File: src/pkg/eepc_pkg.sv
`default_nettype none
package eepc_pkg;
	// ----------------------------------------------------------------
	// Register map (index is word number, byte address is four times it)
	// ----------------------------------------------------------------
	localparam logic [7:0] CTRL_IDX = 8'hf3;
	localparam logic [7:0] PROT_IDX = 8'hf1;
	localparam logic [31:0] CTRL_ADDR = {22'h000000, CTRL_IDX, 2'b00};
	localparam logic [31:0] PROT_ADDR = {22'h000000, PROT_IDX, 2'b00};
	// Array window in bus byte addresses
	localparam logic [15:0] ARR_BASE = 16'h0d00;
	localparam logic [15:0] ARR_LAST = 16'h0fff;
	localparam int ARR_AW = 10;

	// ----------------------------------------------------------------
	// Control register fields and reset value
	// ----------------------------------------------------------------
	localparam int GUARD_BIT = 7;
	localparam int BYTE_BIT = 4;
	localparam int ROW_BIT = 3;
	localparam int ERASE_BIT = 2;
	localparam int LATCH_BIT = 1;
	localparam int PGM_BIT = 0;
	localparam logic [7:0] CTRL_RST = 8'h80;
	localparam logic [7:0] CTRL_RW_MASK = 8'h9f;

	// ----------------------------------------------------------------
	// Protection register fields, reset values and block boundaries
	// ----------------------------------------------------------------
	localparam int LOCK_BIT = 7;
	localparam int LOADED_BIT = 6;
	localparam int BLK_N = 5;
	localparam logic [4:0] BLK_RST = 5'h00;
	localparam logic LOCK_RST = 1'b0;
	localparam logic [9:0] BLK3_START = 10'h100;
	localparam logic [9:0] BLK2_START = 10'h200;
	localparam logic [9:0] BLK1_START = 10'h280;
	localparam logic [9:0] BLK0_START = 10'h2c0;

	// ----------------------------------------------------------------
	// Bus encodings, operations and states
	// ----------------------------------------------------------------
	localparam logic [2:0] SIZE_HALF = 3'h1;
	localparam logic [2:0] SIZE_WORD = 3'h2;

	typedef enum logic [2:0] {
		OP_NONE = 3'b000,
		OP_PROG = 3'b001,
		OP_BYTE_ERASE = 3'b010,
		OP_ROW_ERASE = 3'b011,
		OP_BULK_ERASE = 3'b100
	} eepc_op_t;

	typedef enum logic [0:0] {
		ST_IDLE = 1'b0,
		ST_ARD = 1'b1
	} eepc_state_t;
endpackage
`default_nettype wire

File: src/pkg/eepc_lat_if.sv
`timescale 1ns/1ps
`default_nettype none
// ----------------------------------------------------------------
// Programming latch carrier between control and latch store
// ----------------------------------------------------------------
interface eepc_lat_if;
	logic cap;
	logic clr;
	logic [9:0] cap_addr;
	logic [15:0] cap_data;
	logic cap_word;
	logic loaded;
	logic [9:0] lat_addr;
	logic [15:0] lat_data;
	logic lat_word;
	modport ctrl (output cap, output clr, output cap_addr, output cap_data, output cap_word,
		input loaded, input lat_addr, input lat_data, input lat_word);
	modport store (input cap, input clr, input cap_addr, input cap_data, input cap_word,
		output loaded, output lat_addr, output lat_data, output lat_word);
endinterface
`default_nettype wire

File: src/eepc_latch.sv
`timescale 1ns/1ps
`default_nettype none
// ----------------------------------------------------------------
// Address and data programming latches
// ----------------------------------------------------------------
module eepc_latch (
	input wire logic clk,
	input wire logic rst_n,
	eepc_lat_if.store lat
);
	logic [9:0] addr_q;
	logic [15:0] data_q;
	logic word_q;
	logic loaded_q;

	// Clear wins: disarming throws away a half-finished capture
	always_ff @(posedge clk or negedge rst_n) begin
		if (!rst_n) begin
			addr_q <= 10'h000;
			data_q <= 16'h0000;
			word_q <= 1'b0;
			loaded_q <= 1'b0;
		end else if (lat.clr) begin
			loaded_q <= 1'b0;
		end else if (lat.cap) begin
			addr_q <= lat.cap_addr;
			data_q <= lat.cap_data;
			word_q <= lat.cap_word;
			loaded_q <= 1'b1;
		end
	end

	assign lat.loaded = loaded_q;
	assign lat.lat_addr = addr_q;
	assign lat.lat_data = data_q;
	assign lat.lat_word = word_q;
endmodule
`default_nettype wire

File: src/eepc_top.sv
// What this block does
// - Guard bit set blocks bulk and row erase
// - Guard writable only with voltage off, unlocked
// - Byte and row bits pick erase size
// - Erase bit clear means program, size ignored
// - Byte erase hits only the latched location
// - Erase bit selects mode; frozen while voltage
// - Armed latches make array reads unavailable
// - Mode and arm bits written in any order; here each write not keeping voltage on sets all four, last write wins
// - Voltage enable needs latch arm already set
// - Voltage on freezes guard, mode, arm bits
// - Voltage on ignores array writes, latches fixed
// - Voltage applied exactly while enable bit set
// - Lock bit freezes block guards and guard bit
// - Guarded blocks never programmed or erased
// - Misaligned word latches only the byte at its address
//
// The AHB-Lite interface to the registers was left to the implementer.
`timescale 1ns/1ps
`default_nettype none
module eepc_top (
	input wire logic CLK,
	input wire logic RSTN,
	input wire logic HSEL,
	input wire logic [31:0] HADDR,
	input wire logic [1:0] HTRANS,
	input wire logic HWRITE,
	input wire logic [2:0] HSIZE,
	input wire logic [31:0] HWDATA,
	input wire logic HREADY,
	output logic [31:0] HRDATA,
	output logic HREADYOUT,
	output logic HRESP,
	input wire logic [15:0] ARR_RDATA,
	output logic [9:0] ARR_RADDR,
	output logic PE_VOLTAGE,
	output logic [2:0] ARR_OP,
	output logic [9:0] ARR_ADDR,
	output logic [15:0] ARR_DATA,
	output logic ARR_WORD
);
	// ----------------------------------------------------------------
	// State
	// ----------------------------------------------------------------
	logic [7:0] ctrl_q;
	logic [7:0] ctrl_d;
	logic [4:0] blk_q;
	logic [4:0] blk_d;
	logic lock_q;
	logic lock_d;
	logic wr_ctrl_q;
	logic wr_prot_q;
	logic wr_arr_q;
	logic [9:0] wr_off_q;
	logic [2:0] wr_size_q;
	logic [31:0] hrdata_q;
	logic [31:0] rdata_d;
	logic hready_q;
	logic [9:0] raddr_q;
	eepc_pkg::eepc_op_t op_q;
	eepc_pkg::eepc_op_t op_d;
	eepc_pkg::eepc_state_t state_q;
	eepc_lat_if lat ();

	// ----------------------------------------------------------------
	// Address phase decode
	// ----------------------------------------------------------------
	wire a_phase = HSEL & HTRANS[1] & HREADY;
	wire ctrl_hit = (HADDR == eepc_pkg::CTRL_ADDR);
	wire prot_hit = (HADDR == eepc_pkg::PROT_ADDR);
	wire arr_hit = (HADDR[31:16] == 16'h0000) && (HADDR[15:0] >= eepc_pkg::ARR_BASE)
		&& (HADDR[15:0] <= eepc_pkg::ARR_LAST);
	wire [15:0] arr_diff = HADDR[15:0] - eepc_pkg::ARR_BASE;
	wire [9:0] arr_off = arr_diff[9:0];
	wire arr_rd = a_phase & arr_hit & ~HWRITE;
	// Full words have no meaning to a halfword-wide array; every write size except a full word counts
	wire arr_wr_ok = (HSIZE != eepc_pkg::SIZE_WORD);

	// ----------------------------------------------------------------
	// Control register write merge
	// ----------------------------------------------------------------
	wire [7:0] wd = HWDATA[7:0];
	wire pgm_q = ctrl_q[eepc_pkg::PGM_BIT];
	wire arm_q = ctrl_q[eepc_pkg::LATCH_BIT];
	// A write that keeps voltage on leaves every other bit alone
	wire pgm_stays = pgm_q & wd[eepc_pkg::PGM_BIT];
	wire mode_wr = wr_ctrl_q & ~pgm_stays;
	wire guard_wr = wr_ctrl_q & ~pgm_q & ~lock_q;

	// Mode and arm fields are taken together from each write that does not keep voltage on, so the last such write sets all four
	always_comb begin
		ctrl_d = ctrl_q;
		if (mode_wr) begin
			ctrl_d[eepc_pkg::BYTE_BIT] = wd[eepc_pkg::BYTE_BIT];
			ctrl_d[eepc_pkg::ROW_BIT] = wd[eepc_pkg::ROW_BIT];
			ctrl_d[eepc_pkg::ERASE_BIT] = wd[eepc_pkg::ERASE_BIT];
			ctrl_d[eepc_pkg::LATCH_BIT] = wd[eepc_pkg::LATCH_BIT];
		end
		if (guard_wr) begin
			ctrl_d[eepc_pkg::GUARD_BIT] = wd[eepc_pkg::GUARD_BIT];
		end
		if (wr_ctrl_q) begin
			// Arm must already be set before this write; setting both leaves voltage off
			ctrl_d[eepc_pkg::PGM_BIT] = wd[eepc_pkg::PGM_BIT] & arm_q;
		end
		ctrl_d = ctrl_d & eepc_pkg::CTRL_RW_MASK;
	end

	// Protection register: block guards follow the guard bit's write gate
	assign blk_d = (wr_prot_q & ~pgm_q & ~lock_q) ? HWDATA[4:0] : blk_q;
	// Lock only sets; reset is the only way out
	assign lock_d = lock_q | (wr_prot_q & HWDATA[eepc_pkg::LOCK_BIT]);

	// ----------------------------------------------------------------
	// Latch capture (data phase of an array write)
	// ----------------------------------------------------------------
	wire [15:0] lane_half = wr_off_q[1] ? HWDATA[31:16] : HWDATA[15:0];
	wire [7:0] lane_byte = wr_off_q[0] ? lane_half[15:8] : lane_half[7:0];
	// Odd halfword start degrades to a byte at that address
	wire cap_word = (wr_size_q == eepc_pkg::SIZE_HALF) & ~wr_off_q[0];
	// Re-arming while arm stays set lets software load the next location
	assign lat.cap = wr_arr_q & arm_q & ~pgm_q;
	assign lat.clr = arm_q & ~ctrl_d[eepc_pkg::LATCH_BIT];
	assign lat.cap_addr = wr_off_q;
	assign lat.cap_word = cap_word;
	assign lat.cap_data = cap_word ? lane_half : {8'h00, lane_byte};

	eepc_latch eepc_latch_inst (
		.clk(CLK),
		.rst_n(RSTN),
		.lat(lat.store)
	);

	// ----------------------------------------------------------------
	// Block guard lookup for the latched address
	// ----------------------------------------------------------------
	wire [9:0] la = lat.lat_addr;
	wire blk_hit = (la < eepc_pkg::BLK3_START) ? blk_q[4] :
		(la < eepc_pkg::BLK2_START) ? blk_q[3] :
		(la < eepc_pkg::BLK1_START) ? blk_q[2] :
		(la < eepc_pkg::BLK0_START) ? blk_q[1] : blk_q[0];
	wire any_blk = |blk_q;

	// ----------------------------------------------------------------
	// Operation select, aligned with the voltage bit
	// ----------------------------------------------------------------
	wire go = ctrl_d[eepc_pkg::PGM_BIT] & lat.loaded;
	wire ers = ctrl_d[eepc_pkg::ERASE_BIT];
	wire byt = ctrl_d[eepc_pkg::BYTE_BIT];
	wire row = ctrl_d[eepc_pkg::ROW_BIT];
	wire grd = ctrl_d[eepc_pkg::GUARD_BIT];

	always_comb begin
		op_d = eepc_pkg::OP_NONE;
		if (go && !ers) begin
			// Size bits do not matter when programming
			op_d = eepc_pkg::OP_PROG;
		end else if (go && byt) begin
			op_d = eepc_pkg::OP_BYTE_ERASE;
		end else if (go && !grd && row) begin
			op_d = eepc_pkg::OP_ROW_ERASE;
		end else if (go && !grd && !any_blk) begin
			// Whole-array erase would cross every block, so any guard stops it
			op_d = eepc_pkg::OP_BULK_ERASE;
		end
		// A guarded block under the latched address cancels a local operation
		if (blk_hit && (op_d != eepc_pkg::OP_BULK_ERASE)) begin
			op_d = eepc_pkg::OP_NONE;
		end
	end

	// ----------------------------------------------------------------
	// Read data select (register reads see this cycle's write)
	// ----------------------------------------------------------------
	wire [7:0] prot_rd = {lock_d, lat.loaded, 1'b0, blk_d};
	always_comb begin
		rdata_d = 32'h00000000;
		if (ctrl_hit) begin
			rdata_d = {24'h000000, ctrl_d};
		end else if (prot_hit) begin
			rdata_d = {24'h000000, prot_rd};
		end
	end

	// ----------------------------------------------------------------
	// Register and bus state
	// ----------------------------------------------------------------
	always_ff @(posedge CLK or negedge RSTN) begin
		if (!RSTN) begin
			ctrl_q <= eepc_pkg::CTRL_RST;
			blk_q <= eepc_pkg::BLK_RST;
			lock_q <= eepc_pkg::LOCK_RST;
			op_q <= eepc_pkg::OP_NONE;
		end else begin
			ctrl_q <= ctrl_d;
			blk_q <= blk_d;
			lock_q <= lock_d;
			op_q <= op_d;
		end
	end

	// Address phase capture for the following data phase
	always_ff @(posedge CLK or negedge RSTN) begin
		if (!RSTN) begin
			wr_ctrl_q <= 1'b0;
			wr_prot_q <= 1'b0;
			wr_arr_q <= 1'b0;
			wr_off_q <= 10'h000;
			wr_size_q <= 3'h0;
		end else begin
			wr_ctrl_q <= a_phase & HWRITE & ctrl_hit;
			wr_prot_q <= a_phase & HWRITE & prot_hit;
			wr_arr_q <= a_phase & HWRITE & arr_hit & arr_wr_ok;
			wr_off_q <= arr_off;
			wr_size_q <= HSIZE;
		end
	end

	// Array reads take one wait state so the address reaches the array from a flop
	always_ff @(posedge CLK or negedge RSTN) begin
		if (!RSTN) begin
			state_q <= eepc_pkg::ST_IDLE;
			hready_q <= 1'b1;
			hrdata_q <= 32'h00000000;
			raddr_q <= 10'h000;
		end else begin
			case (state_q)
				eepc_pkg::ST_IDLE: begin
					if (arr_rd && !ctrl_d[eepc_pkg::LATCH_BIT]) begin
						state_q <= eepc_pkg::ST_ARD;
						hready_q <= 1'b0;
						raddr_q <= {arr_off[9:1], 1'b0};
					end else if (arr_rd) begin
						hrdata_q <= 32'h00000000;
					end else if (a_phase && !HWRITE) begin
						hrdata_q <= rdata_d;
					end
				end
				eepc_pkg::ST_ARD: begin
					state_q <= eepc_pkg::ST_IDLE;
					hready_q <= 1'b1;
					hrdata_q <= {ARR_RDATA, ARR_RDATA};
				end
				default: begin
					state_q <= eepc_pkg::ST_IDLE;
					hready_q <= 1'b1;
				end
			endcase
		end
	end

	// ----------------------------------------------------------------
	// Outputs
	// ----------------------------------------------------------------
	assign HRDATA = hrdata_q;
	assign HREADYOUT = hready_q;
	assign HRESP = 1'b0;
	assign ARR_RADDR = raddr_q;
	assign PE_VOLTAGE = ctrl_q[eepc_pkg::PGM_BIT];
	assign ARR_OP = op_q;
	assign ARR_ADDR = lat.lat_addr;
	assign ARR_DATA = lat.lat_data;
	assign ARR_WORD = lat.lat_word;
endmodule
`default_nettype wire

File: config.mk
export PLATFORM = sky130hd
export DESIGN_NAME = eepc_top
export DESIGN_NICKNAME = d
export VERILOG_FILES = /design/src/pkg/eepc_pkg.sv /design/src/pkg/eepc_lat_if.sv /design/src/eepc_latch.sv /design/src/eepc_top.sv
export SDC_FILE = /design/constraint.sdc
export NUM_CORES = 1
export LEC_CHECK = 0
export ABC_AREA = 1
export BUFFER_PORTS_ARGS = -buffer_cell sky130_fd_sc_hd__buf_2
export CAP_MARGIN = 25
export CORE_MARGIN = 3
export CORE_UTILIZATION = 49
export DETAILED_ROUTE_END_ITERATION = 7
export GPL_TIMING_DRIVEN = 0
export PLACE_DENSITY = 0.87
export SYNTH_ARGS = -nofsm -noshare
export SYNTH_HDL_FRONTEND = slang
export SYNTH_SLANG_ARGS = --single-unit
File: constraint.sdc
create_clock -name CLK -period 1.75 [get_ports CLK]
set_clock_uncertainty 0.1 [all_clocks]
set_input_delay 0.175 -clock CLK [delete_from_list [all_inputs] [get_ports CLK]]
set_output_delay 0.175 -clock CLK [all_outputs]
set_load 0.01 [all_outputs]
Yosys cells after proc, flatten, opt, wreduce, memory -nomap -nowiden
Index checks and enable logic that the tools add are counted.
Word-level totals
  bits in registers: 102
  input bits: 90
  output and inout port bits: 75
  logic and storage cells: 112
Cells by class
  add/subtract/negate cells: 1
  order comparisons: 6
  eq/ne operators: 8
  multiplexer cells: 28
  bitwise gates (word level): 31
  reduce and logical (&&, ||, !) cells: 21
Operators by type and width (number)
  $mux 32: 3
  $eq 32x10->1 const B: 2
  $pmux 32 s2: 1
  $mux 16: 2
  $lt 10x10->1 const B: 3
  $mux 8: 3
  $and 1x1->1: 22
  $ge 16x12->1 const B: 1
  $le 16x12->1 const B: 1
  $logic_not 16->1: 1
  $mux 3: 5
  $logic_and 1x1->1: 10
  $lt 10x9->1 const B: 1
  $mux 1: 10
  $sub 10x9->10 const B: 1
  $not 1->1: 8
  $ne 3x3->1 const B: 2
  $reduce_and 2->1: 3
  $logic_not 1->1: 5
  $mux 5: 1
  $reduce_or 5->1: 1
  $mux 4: 1
  $ne 2x2->1 const B: 2
  $pmux 1 s2: 2
  other kinds (4): 4

Depth between registers and ports, before layout
Gate-level depths: netlist of run 1.
  word-level depth: 14
  mapped depth: 12
  gate-level depth less buffers: 11

Cells and area by module
From an unflattened synthesis of run 1, not the netlist that was laid out.
Unflattened totals
  cells, all modules: 532
  area, all modules: 4495.6 um^2
By module, submodules not included
  eepc_top: instances 1, cells each 411, area an instance 3296.9 um^2, seq. area each 1629.1 um^2
  eepc_latch: instances 1, cells each 121, area an instance 1198.6 um^2, seq. area each 700.7 um^2

Worst setup path before layout of run 1
No wires, ideal clock.
  kind: reg2reg
  start point: register ctrl_q[0]
  end point: register hrdata_q[3] (netlist: HRDATA[3])
  setup time: 0.117 ns
  arrival time: 1.261 ns
  data required time: 1.533 ns
  setup slack: 0.273 ns
  stages on the path, launching flop included: 9
  path buffers: 1
  period minus slack after synthesis: 1.477 ns
  cell sequence: dfrtp_1 nand2_1 nand2_4 nor2_4 a21oi_4 o21bai_4 buf_6 nand3_1 nand2_1
On the way
  elaborated cells on any way between the ends: 18
  those cells by class: eq/ne (1); mux (8); bitwise (6); reduce/logical (3)
RTL lines
  from (decl): RTL line eepc_top.sv:45  | logic [7:0] ctrl_q;
  from (signal assigned): RTL line eepc_top.sv:190  | ctrl_q <= eepc_pkg::CTRL_RST;
  from (signal assigned): RTL line eepc_top.sv:195  | ctrl_q <= ctrl_d;
  $and 1x1->1: RTL line eepc_top.sv:86  | wire pgm_stays = pgm_q & wd[eepc_pkg::PGM_BIT];
  $not 1->1: RTL line eepc_top.sv:87  | wire mode_wr = wr_ctrl_q & ~pgm_stays;
  $and 1x1->1: RTL line eepc_top.sv:87
  $mux 4: RTL line eepc_top.sv:93  | if (mode_wr) begin
  named net ctrl_d[1]: RTL line eepc_top.sv:46  | logic [7:0] ctrl_d;
  $logic_not 1->1: RTL line eepc_top.sv:229  | if (arr_rd && !ctrl_d[eepc_pkg::LATCH_BIT]) begin
  $logic_and 1x1->1: RTL line eepc_top.sv:229
  $ne 2x2->1 (no source line)
  $reduce_and 2->1 (no source line)
  to (signal assigned): RTL line eepc_top.sv:236  | hrdata_q <= rdata_d;
  to (signal assigned): RTL line eepc_top.sv:242  | hrdata_q <= {ARR_RDATA, ARR_RDATA};
  to (decl): RTL line eepc_top.sv:56  | logic [31:0] hrdata_q;
The timed path passes the listed nets, and every way through them passes these cells. The select of a mux whose other input is x is not followed.
A chain may end at the register's enable or synchronous reset.

Worst setup path in the final report of run 1
  start point: register ctrl_q[0]
  end point: register hrdata_q[18] (netlist: HRDATA[18])
Same word-level chain as after synthesis.

==> results of run 1 <==
## area by class of cell
cell class / instances / share of cell area
well taps: 105 / 0.0221
flip-flops and latches: 93 / 0.392
clock buffers: 10 / 0.0232
multi-input cells: 356 / 0.291
inverters: 40 / 0.0253
repair buffers: 198 / 0.201
plain buffers: 28 / 0.0324
clock inverters: 6 / 0.0128
## critical path, cell delays in order, from the launching register on
cell,delay (ns)
dfrtp_1,0.43
nand2_2,0.08
nand2_4,0.13
nor2_4,0.06
a21oi_4,0.26
o21bai_4,0.13
buf_4,0.16
buf_6,0.12
nand3_1,0.08
nand2_1,0.06
## power groups by stage
stage | sequential [uW] | combinational [uW] | clock, uW
5_1_grt | 2170 | 384 | 1650
3_5_place_dp | 2210 | 281 | 0
6_report | 2170 | 348 | 1540
2_1_floorplan | 2210 | 96.1 | 0
3_3_place_gp | 2210 | 265 | 0
4_1_cts | 2170 | 336 | 1560
## repair_timing
action / 4_1_cts / 5_1_grt
endpoints found under the setup margin: 0 / 37
hold buffers: 30 / 1
buffers inserted: 0 / 5
endpoints found under the hold margin: 57 / 1
resized for setup: 0 / 25
## cells by family after synthesis
group / share of synthesized area
DFF: 0.537
AOI/OAI and AO/OA: 0.0637
other: 0.000864
muxes: 0.0210
adders and majority gates: 0.00865
buffers and inverters: 0.0781
and+or+nand+nor: 0.291
## flip-flops by register name, summed over array words and instances (netlist names), 3 cells and up
name	flops
wr_size_q	3
blk_q	5
eepc_latch_inst.lat.lat_addr	10
HRDATA	23
ctrl_q	6
eepc_latch_inst.lat.lat_data	16
ARR_OP	3
lat.cap_addr	10
ARR_RADDR	9
## metal layers
| layer | vias to the layer above | routed length (um) |
|---|---|---|
| met5 | - | 0 |
| met4 | 0 | 221 |
| met1 | 2068 | 5000 |
| met3 | 23 | 828 |
| met2 | 180 | 6290 |
| li1 | 2061 | - |
## how the worst max path moves through the flow
| stage | start | endpoint | slack [ns] | depth (start not counted) |
|---|---|---|---|---|
| 2_1_floorplan | ctrl_q[0] | HRDATA[3] | 0.27 | 8 |
| 3_5_place_dp | HADDR[9] | ARR_RADDR[4] | 0.03 | 12 |
| 3_3_place_gp | RSTN | ARR_RADDR[3] | -0.40 | 1 |
| 4_1_cts | HADDR[2] | HRDATA[0] | 0.02 | 12 |
| 5_1_grt | wr_ctrl_q | HRDATA[21] | -0.01 | 8 |
| 6_report | ctrl_q[0] | HRDATA[18] | 0.04 | 9 |
## stage by stage
stage / setup slack, ns / hold WS (ns)
floorplan: 0.273 / -0.221
global placement: -0.402 / 0.207
detailed placement: 0.0290 / 0.00961
CTS: 0.0179 / 0.00958
global route: -0.0120 / 0.0229
finish: 0.0380 / 0.0157
## cells in the final DEF (no fill, tap or decap), types with 3 or more instances in the layout
master	Yosys	final
nand3_1	53	53
dlygate4sd3_1	0	29
o21ai_1	2	11
inv_1	38	38
ha_1	3	3
clkbuf_1	3	3
a21oi_1	3	3
buf_6	3	5
nor2_2	3	5
clkbuf_8	0	10
nand2_1	190	187
buf_2	7	168
dfrtp_1	91	91
buf_4	14	17
nor2_4	1	3
nand2_4	1	3
inv_6	0	3
mux2i_1	8	8
nor2_1	31	27
o21ai_0	33	24
nand2_2	4	5
nor3_1	4	3
==> metrics.md, run 1 <==
| Metric | Value |
|---|---|
| Die width | `roughly 100 um` |
| Global Route met2 Usage | `0.412` |
| Finished Core Util | `0.706` |
| Area of the die | `0.0100 mm2` |
| Synth Flop Type | `dfrtp_1` |
| Clock share of power | `0.379` |
| Number of H-tree levels | `3` |
| Seq cells post-synth | `93` |
| Count leader, synth | `nand2_1` |
| Synth top area cells | `dfrtp_1 (52%), nand2_1 (16%), nand3_1 (6.1%), o21ai_0 (3.8%), inv_1 (3.3%)` |
| Std-Cell Core Area | `0.00842 mm2` |
| # DRC | `0` |
| Fillers | `646` |
| CTS Buf Count | `9` |
| Pint | `between 3000 and 4000 uW` |
| Synth-to-Final Area Change | `36.9%` |
| CTS Buffer Depth | `2` |
| Clock slew at reported path FFs | `0.10 ns` |
| Power Dens Cells | `683 mW/mm2` |
| Max-cap check violation count | `0` |
| Initial antenna violation count | `0` |
| CTS tree | `built` |
| Syn avg cell area | `roughly 8.4 um2` |
| HPWL Detailed | `8700 um` |
| Ports | `~170` |
| Buffers on Ports | `161` |
| Final hold viol count | `0` |
| Layer with the highest usage | `met2` |
| Max-slew violation count | `0` |
| Initial Util | `0.515` |
| Crit. End Element | `flop` |
| Achievable Freq | `584 MHz` |
| Area share of the largest cell type after synthesis | `0.524` |
| Final setup fails | `0` |
| Crit path DAT | `1.87 ns` |
| FF-to-FF setup slack | `0.04 ns` |
| Reg2reg start | `ctrl_q[0]` |
| Drt initial violations | `191` |
| Share of post-route cells with drive strength above 1 | `0.323` |
| End of the worst hold path | `ARR_RADDR[7]` |
| Post-DP Area | `0.00531 mm2` |
| Reg-to-Reg End | `HRDATA[18]` |
| Root buffer cell | `clkbuf_8` |
| Sequential area share after synthesis | `0.537` |
| Post-Route WL | `12,300 um` |
| Yosys warnings | `0` |
| Post-synth top area cell | `dfrtp_1` |
| Final ANT Viol Nets | `0` |
| Vias per cell | `roughly 5.2` |
| Total number of vias | `4,332` |
| Fin area | `0.00594 mm2` |
| Combinational share of power | `0.086` |
| Clk_lat worst skew | `around 0.36 ns` |
| Largest net degree at the start of global routing | `70` |
| Overall Power | `4060 uW` |
| Startpoint types | `flop` |
| Multi-input logic area | `0.00173 mm2` |
| First-pass GRT wire length | `19,600 um` |
| Placed Cells incl. Taps | `784` |
| Leakage | `0.00351 uW` |
| Syn Inst Count | `516` |
| Crit Path Max Fanout | `7` |
| Fin cells | `836` |
| HP Start | `HADDR[7]` |
| CP required | `1.91 ns` |
| Global route overflow | `0` |
| Peak VDD IR | `355 uV` |
| Async S/R FF share, synth | `1.00` |
| Number of clock sinks | `93` |
| Setup TNS | `0 ns` |
| Tcrit/Tclk final | `0.978` |
| # diodes | `0` |
| # nets final | `819` |
| Grt met3 use | `0.0313` |
| Worst min path class | `primary input to flop` |
| Top cells by count, synth | `nand2_1 (190), dfrtp_1 (91), nand3_1 (53)` |
| Post-Syn Area | `0.00434 mm2` |
| First-pass DRT Iterations | `6` |
| Grt met1 use | `0.321` |
| Post-synth EDFFs | `0` |
| Tot GR Track Use | `0.243` |
| Synth cell types | `39` |
| Sequential power share | `0.535` |
| Status | `completed` |
| Die Height | `100 um` |
| FF+latch area | `0.00233 mm2` |
| Site Rows | `33` |
| R2R cell count | `9` |
| Vias in the first global route | `around 4,200` |
| Setup CP Type | `flop to flop` |
| Switching Share | `0.245` |
| Routed WL per cell | `between 10 and 15 um` |
| P_sw | `about 1000 uW` |
| Hold depth | `3` |
| Fin crit period | `1.71 ns` |
| GPL Wtd Cong | `0.871` |
Power figures use the tool's default switching activity.
==> inputs of run 2 (changes only) <==
CELL_PAD_IN_SITES_DETAIL_PLACEMENT = 0   (was default)
CELL_PAD_IN_SITES_GLOBAL_PLACEMENT = 2   (was default)
CORE_UTILIZATION = 27   (was 49)
PLACE_DENSITY = 0.86   (was 0.87)
==> run 2 against run 1 <==
- global-route usage decreased by 9.6 points
- register-to-register slack better by 0.08 ns
- utilization decreased by 31 points
- maximum frequency up 2.2%
- clock-buffer cell count down 1
- combinational power barely moved
- critical endpoint is now HRDATA[28]
==> metrics.md, run 2 (synthesized netlist as in run 1, its figures left out) <==
| Metric | Value |
|---|---|
| Ports | `165 (unchanged)` |
| Combinational share of power | `0.073 (-0.013)` |
| End of the worst hold path | `HRDATA[17]` |
| Setup TNS | `0 ns (unchanged)` |
| HP Start | `ARR_RDATA[1]` |
| Worst rel slew slack | `0.602` |
| Commonest non-fill, non-tap cell in the layout | `nand2_1` |
| Peak VDD IR | `419 uV (+18%)` |
| Die width | `133 um (+33%)` |
| Tot GR Track Use | `0.148 (-0.0957)` |
| Commonest non-fill, non-tap cells in the layout | `nand2_1 (187), buf_2 (166), dfrtp_1 (90)` |
| Placed Cells incl. Taps | `890 (+14%)` |
| Fin cells | `941 (+13%)` |
| Crit Path Max Fanout | `7 (unchanged)` |
| Buf/Inv on CP | `5 (+3)` |
| Initial antenna violation count | `0 (unchanged)` |
| Setup CP Type | `primary input to flop` |
| Max-cap check violation count | `0 (unchanged)` |
| Post-Route WL | `13,100 um (+6.4%)` |
| Std-Cell Core Area | `0.0155 mm2 (+84%)` |
| P_sw | `1110 uW (+11%)` |
| Reg-to-Reg End | `HRDATA[6]` |
| Vias in the first global route | `4,005 (-4.2%)` |
| Crit-path cells | `buf_2, dlygate4sd3_1, inv_1, ha_1, nand2_2, nand2_4, o21bai_4, buf_12, buf_6, nand3_1, nand2_1` |
| Pin slew with the least headroom to its limit | `0.597 ns` |
| Final ANT Viol Nets | `0 (unchanged)` |
| # diodes | `0 (unchanged)` |
| HPWL Detailed | `9950 um (+14%)` |
| CP required | `1.92 ns (about the same)` |
| FF-to-FF setup slack | `0.12 ns (+0.08 ns)` |
| Power Dens Cells | `764 mW/mm2 (+12%)` |
| Vias per cell | `4.30 (-17%)` |
| Site Rows | `45 (+36%)` |
| Achievable Freq | `597 MHz (+2.2%)` |
| Leakage | `0.00356 uW (+1.6%)` |
| Root buffer cell | `clkbuf_16` |
| Critical-path top delay cell | `dlygate4sd3_1` |
| CTS Buf Count | `9 (unchanged)` |
| Startpoint types | `primary input` |
| Routed WL per cell | `13.9 um (-5.5%)` |
| Drt initial violations | `206 (+7.9%)` |
| Worst min path class | `primary input to flop` |
| Max reg flops | `23 (unchanged)` |
| First-pass GRT wire length | `21,000 um (+7.1%)` |
| Crit. End Element | `flop` |
| Crit path DAT | `1.85 ns (-0.02 ns)` |
| Reg2reg start | `wr_ctrl_q` |
| Fin crit period | `1.67 ns (-0.0375 ns)` |
| Initial Util | `0.280 (-0.235)` |
| Global route overflow | `0 (unchanged)` |
| Total number of vias | `4,049 (-6.5%)` |
| Largest net degree at the start of global routing | `51 (-27%)` |
| Pint | `3620 uW (+18%)` |
| Final hold viol count | `0 (unchanged)` |
| Synth-to-Final Area Change | `42.7%` |
| Area of the die | `0.0176 mm2 (+76%)` |
| Buffers on Ports | `161 (unchanged)` |
| Switching Share | `0.234 (-0.0113)` |
| Clock slew at reported path FFs | `0.07 ns (-0.03 ns)` |
| Tcrit/Tclk final | `0.957 (-0.0214)` |
| Share of post-route cells with drive strength above 1 | `0.323 (+0.000442)` |
| Die Height | `133 um (+33%)` |
| Number of H-tree levels | `3 (unchanged)` |
| # DRC | `0 (unchanged)` |
| CTS Buffer Depth | `2 (unchanged)` |
| CP peak stage delay | `0.55 ns (+0.12 ns)` |
| Max-slew violation count | `0 (unchanged)` |
| Delay-heaviest family, CP | `buffers and inverters` |
| Fillers | `1,587 (+150%)` |
| # nets final | `818 (-0.12%)` |
| Clk_lat worst skew | `0.34 ns (-0.02 ns)` |
| Sequential power share | `0.459 (-0.076)` |
| R2R cell count | `8 (-1)` |
| CTS tree | `built` |
| Clock share of power | `0.468 (+0.089)` |
| Final setup fails | `0 (unchanged)` |
| First-pass DRT Iterations | `4 (-2)` |
| Number of clock sinks | `93 (unchanged)` |
| Hold depth | `3 (unchanged)` |
| Status | `completed` |
| GPL Wtd Cong | `0.836 (-4.0%)` |
==> run 2: what timing repair did <==
action                                 in CTS  in global routing
endpoints found under the hold margin      73                  0
setup endpoints to repair                   0                 52
setup buffers                               0                  5
resized for setup                           0                 28
hold buffers                               29                  0
==> run 2: tightest hold or removal path, delay by kind of cell <==
kind          cells  cell delay, ns
simple gates      2            0.16
buf+inv           1            0.08
==> run 2: layout make-up <==
class	instances	area (um2)	area share
Sequential cell	93	2330	0.376
Multi-Input combinational cell	356	1710	0.276
Timing Repair Buffer	198	1210	0.196
Tap cell	211	264	0.0426
Clock buffer	9	225	0.0364
Buffer	27	186	0.0301
Inverter	40	153	0.0246
Clock inverter	7	114	0.0184
==> run 2: metrics by stage <==
stage	hold WS [ns]	utilization	setup slack [ns]	cell area (um2)	total power [uW]
2_1_floorplan	-0.221	-	0.273	4350	2310
3_3_place_gp	0.195	0.350	-0.554	5420	2490
3_5_place_dp	0.119	0.352	0.0117	5450	2500
4_1_cts	0.000433	0.392	0.0455	6070	4780
5_1_grt	0.00427	0.400	-0.0174	6190	4930
6_report	0.00155	0.400	0.0755	6190	4730
==> run 2: power by group through the flow <==
stage | logic [uW] | registers (uW) | clock network (uW)
global placement | 278 | 2210 | 0
finish | 346 | 2170 | 2210
CTS | 342 | 2170 | 2260
detailed placement | 289 | 2210 | 0
floorplan | 96.1 | 2210 | 0
global route | 393 | 2170 | 2360
==> run 2: worst max-delay path by stage <==
| stage | from | to | slack, ns | depth (start not counted) |
|---|---|---|---|---|
| 6_report | HADDR[8] | HRDATA[28] | 0.08 | 11 |
| 3_3_place_gp | RSTN | lat.cap_addr[4] | -0.55 | 1 |
| 4_1_cts | HADDR[8] | ARR_RADDR[9] | 0.05 | 10 |
| 5_1_grt | ctrl_q[0] | HRDATA[1] | -0.02 | 9 |
| 2_1_floorplan | ctrl_q[0] | HRDATA[3] | 0.27 | 8 |
| 3_5_place_dp | HADDR[8] | HRDATA[4] | 0.01 | 12 |
==> run 2: metal layers <==
layer | routed length [um] | track usage
met4 | 112 | 0.0427
met1 | 5970 | 0.198
met2 | 6420 | 0.242
met3 | 630 | 0.0297
met5 | 0 | 0
==> inputs of run 3 (changes only) <==
MAX_ROUTING_LAYER = met4   (was default)
==> run 3 against run 2 <==
- via count is 0.12% higher
- routed wire length is 0.11% lower
- clock-buffer cell count stayed put
- cell count stayed put
- cell area hardly changed
- combinational power hardly changed
- utilization hardly changed
- largest cell class unchanged
- hold slack better by 0.0024 ns
- global-route usage is 0.45 points higher
- register-to-register slack hardly changed
==> metrics.md, run 3 (synthesized netlist as in run 1, its figures left out) <==
| Metric | Value |
|---|---|
| Status | `completed` |
| Buffers on Ports | `161 (unchanged)` |
| Fin cells | `941 (unchanged)` |
| Vias in the first global route | `4,007 (+0.050%)` |
| Leakage | `0.00356 uW (about the same)` |
| Crit path DAT | `1.85 ns (about the same)` |
| Std-Cell Core Area | `0.0155 mm2 (unchanged)` |
| Clock slew at reported path FFs | `0.07 ns (about the same)` |
| Max-cap check violation count | `0 (unchanged)` |
| Drt initial violations | `232 (+13%)` |
| Number of H-tree levels | `3 (unchanged)` |
| Crit Path Max Fanout | `7 (unchanged)` |
| Commonest non-fill, non-tap cell in the layout | `nand2_1` |
| Die width | `133 um (unchanged)` |
| Largest net degree at the start of global routing | `51 (unchanged)` |
| Vias per cell | `4.31 (+0.12%)` |
| # nets final | `818 (unchanged)` |
| Total number of vias | `4,054 (+0.12%)` |
| Routed WL per cell | `13.9 um (-0.11%)` |
| Post-Route WL | `13,100 um (-0.11%)` |
| Combinational share of power | `0.073 (about the same)` |
| Share of post-route cells with drive strength above 1 | `0.323 (unchanged)` |
| Peak VDD IR | `416 uV (-0.75%)` |
| CTS Buffer Depth | `2 (unchanged)` |
| CTS tree | `built` |
| # diodes | `0 (unchanged)` |
| Final hold viol count | `0 (unchanged)` |
| Die Height | `133 um (unchanged)` |
| GPL Wtd Cong | `0.849 (+1.5%)` |
| First-pass GRT wire length | `20,900 um (-0.30%)` |
| FF+latch area | `0.00233 mm2 (unchanged)` |
| Ports | `165 (unchanged)` |
| Pint | `3620 uW (about the same)` |
| Multi-input logic area | `0.00171 mm2 (unchanged)` |
| Pin slew with the least headroom to its limit | `0.599 ns (+0.00239 ns)` |
| Root buffer cell | `clkbuf_16` |
| Sequential power share | `0.460 (about the same)` |
| Number of clock sinks | `93 (unchanged)` |
| Max-slew violation count | `0 (unchanged)` |
| Worst rel slew slack | `0.601 (-0.00159)` |
| First-pass DRT Iterations | `4 (unchanged)` |
| P_sw | `1100 uW (-0.69%)` |
| Worst min path class | `primary input to flop` |
| Area of the die | `0.0176 mm2 (unchanged)` |
| Crit. End Element | `flop` |
| Setup CP Type | `primary input to flop` |
| # DRC | `0 (unchanged)` |
| Commonest non-fill, non-tap cells in the layout | `nand2_1 (187), buf_2 (167), dfrtp_1 (90)` |
| Clk_lat worst skew | `0.34 ns (about the same)` |
| Clock share of power | `0.467 (about the same)` |
| Fin area | `0.00619 mm2 (about the same)` |
| Hold WS | `0.00400 ns (+0.00244 ns)` |
| Post-DP Area | `0.00545 mm2 (unchanged)` |
| HPWL Detailed | `9950 um (unchanged)` |
| Startpoint types | `primary input` |
| Placed Cells incl. Taps | `890 (unchanged)` |
| Final ANT Viol Nets | `0 (unchanged)` |
| Site Rows | `45 (unchanged)` |
| Fillers | `1,588 (+0.063%)` |
| CP required | `1.92 ns (about the same)` |
| CTS Buf Count | `9 (unchanged)` |
| Fin crit period | `1.67 ns (-0.000157 ns)` |
| Final setup fails | `0 (unchanged)` |
| Synth-to-Final Area Change | `42.6% (about the same)` |
| Tcrit/Tclk final | `0.957 (about the same)` |
| Max reg flops | `23 (unchanged)` |
| Initial Util | `0.280 (unchanged)` |
| Overall Power | `4720 uW (-0.16%)` |
| RSZ-0062 raised after global routing | `yes` |
| Achievable Freq | `597 MHz (about the same)` |
| Initial antenna violation count | `0 (unchanged)` |
| Tot GR Track Use | `0.152 (+0.00449)` |
| Global route overflow | `0 (unchanged)` |
| Power Dens Cells | `763 mW/mm2 (-0.12%)` |
| Switching Share | `0.233 (-0.00123)` |
run 3: worst max-delay path, stage by stage:
cell	delay, ns
buf_2	0.10
dlygate4sd3_1	0.55
inv_1	0.07
ha_1	0.20
nand2_2	0.09
nand2_4	0.08
o21bai_4	0.17
buf_12	0.14
buf_6	0.12
nand3_1	0.07
nand2_1	0.08
run 3: per-layer routing:
metal	global-route usage	vias up	routed length (um)
met5	-	-	0
met4	0.0427	0	114
met3	0.0247	7	547
met2	0.242	107	6340
met1	0.202	1890	6110
li1	-	2050	-
run 3: power by group through the flow:
stage                     clock network [uW]  registers (uW)  logic [uW]
after global routing                    2370            2170         392
final                                   2200            2170         347
after global placement                     0            2210         278
after floorplan                            0            2210        96.1
after detailed placement                   0            2210         289
after CTS                               2260            2170         342
run 3: what timing repair did:
| item | in CTS | in global routing |
|---|---|---|
| hold endpoints to repair | 73 | 0 |
| hold buffers | 29 | 0 |
| setup buffers | 0 | 5 |
| gates resized for setup | 0 | 27 |
| endpoints found under the setup margin | 0 | 51 |
run 3: final cells by class:
class	instances	share of cell area
plain buffers	27	0.0297
repair buffers	198	0.196
clock inverters	7	0.0184
clock buffers	9	0.0364
well taps	211	0.0426
inverters	40	0.0247
flip-flops and latches	93	0.377
multi-input cells	356	0.276
run 3: metrics by stage:
stage                util  setup WS (ns)  setup TNS (ns)
global placement    0.350         -0.554          -50.18
global route        0.400        -0.0227         -0.0341
finish              0.400         0.0757               0
floorplan               -          0.273               0
detailed placement  0.352         0.0117               0
CTS                 0.392         0.0455               0
run 3: worst paths after layout:
path | from | endpoint | slack, ns | cells past startpoint
hold / removal | ARR_RDATA[1] | HRDATA[17] | 0.004 | 3
hold reg to reg | lat.cap_addr[2] | eepc_latch_inst.lat.lat_addr[2] | 0.34 | 2
max in group asynchronous | RSTN | ctrl_q[7] | 0.58 | 3
min in group asynchronous | RSTN | HRDATA[21] | 0.28 | 2
setup reg to reg | state_q | HRDATA[28] | 0.12 | 6
setup / recovery | HADDR[8] | HRDATA[28] | 0.08 | 11
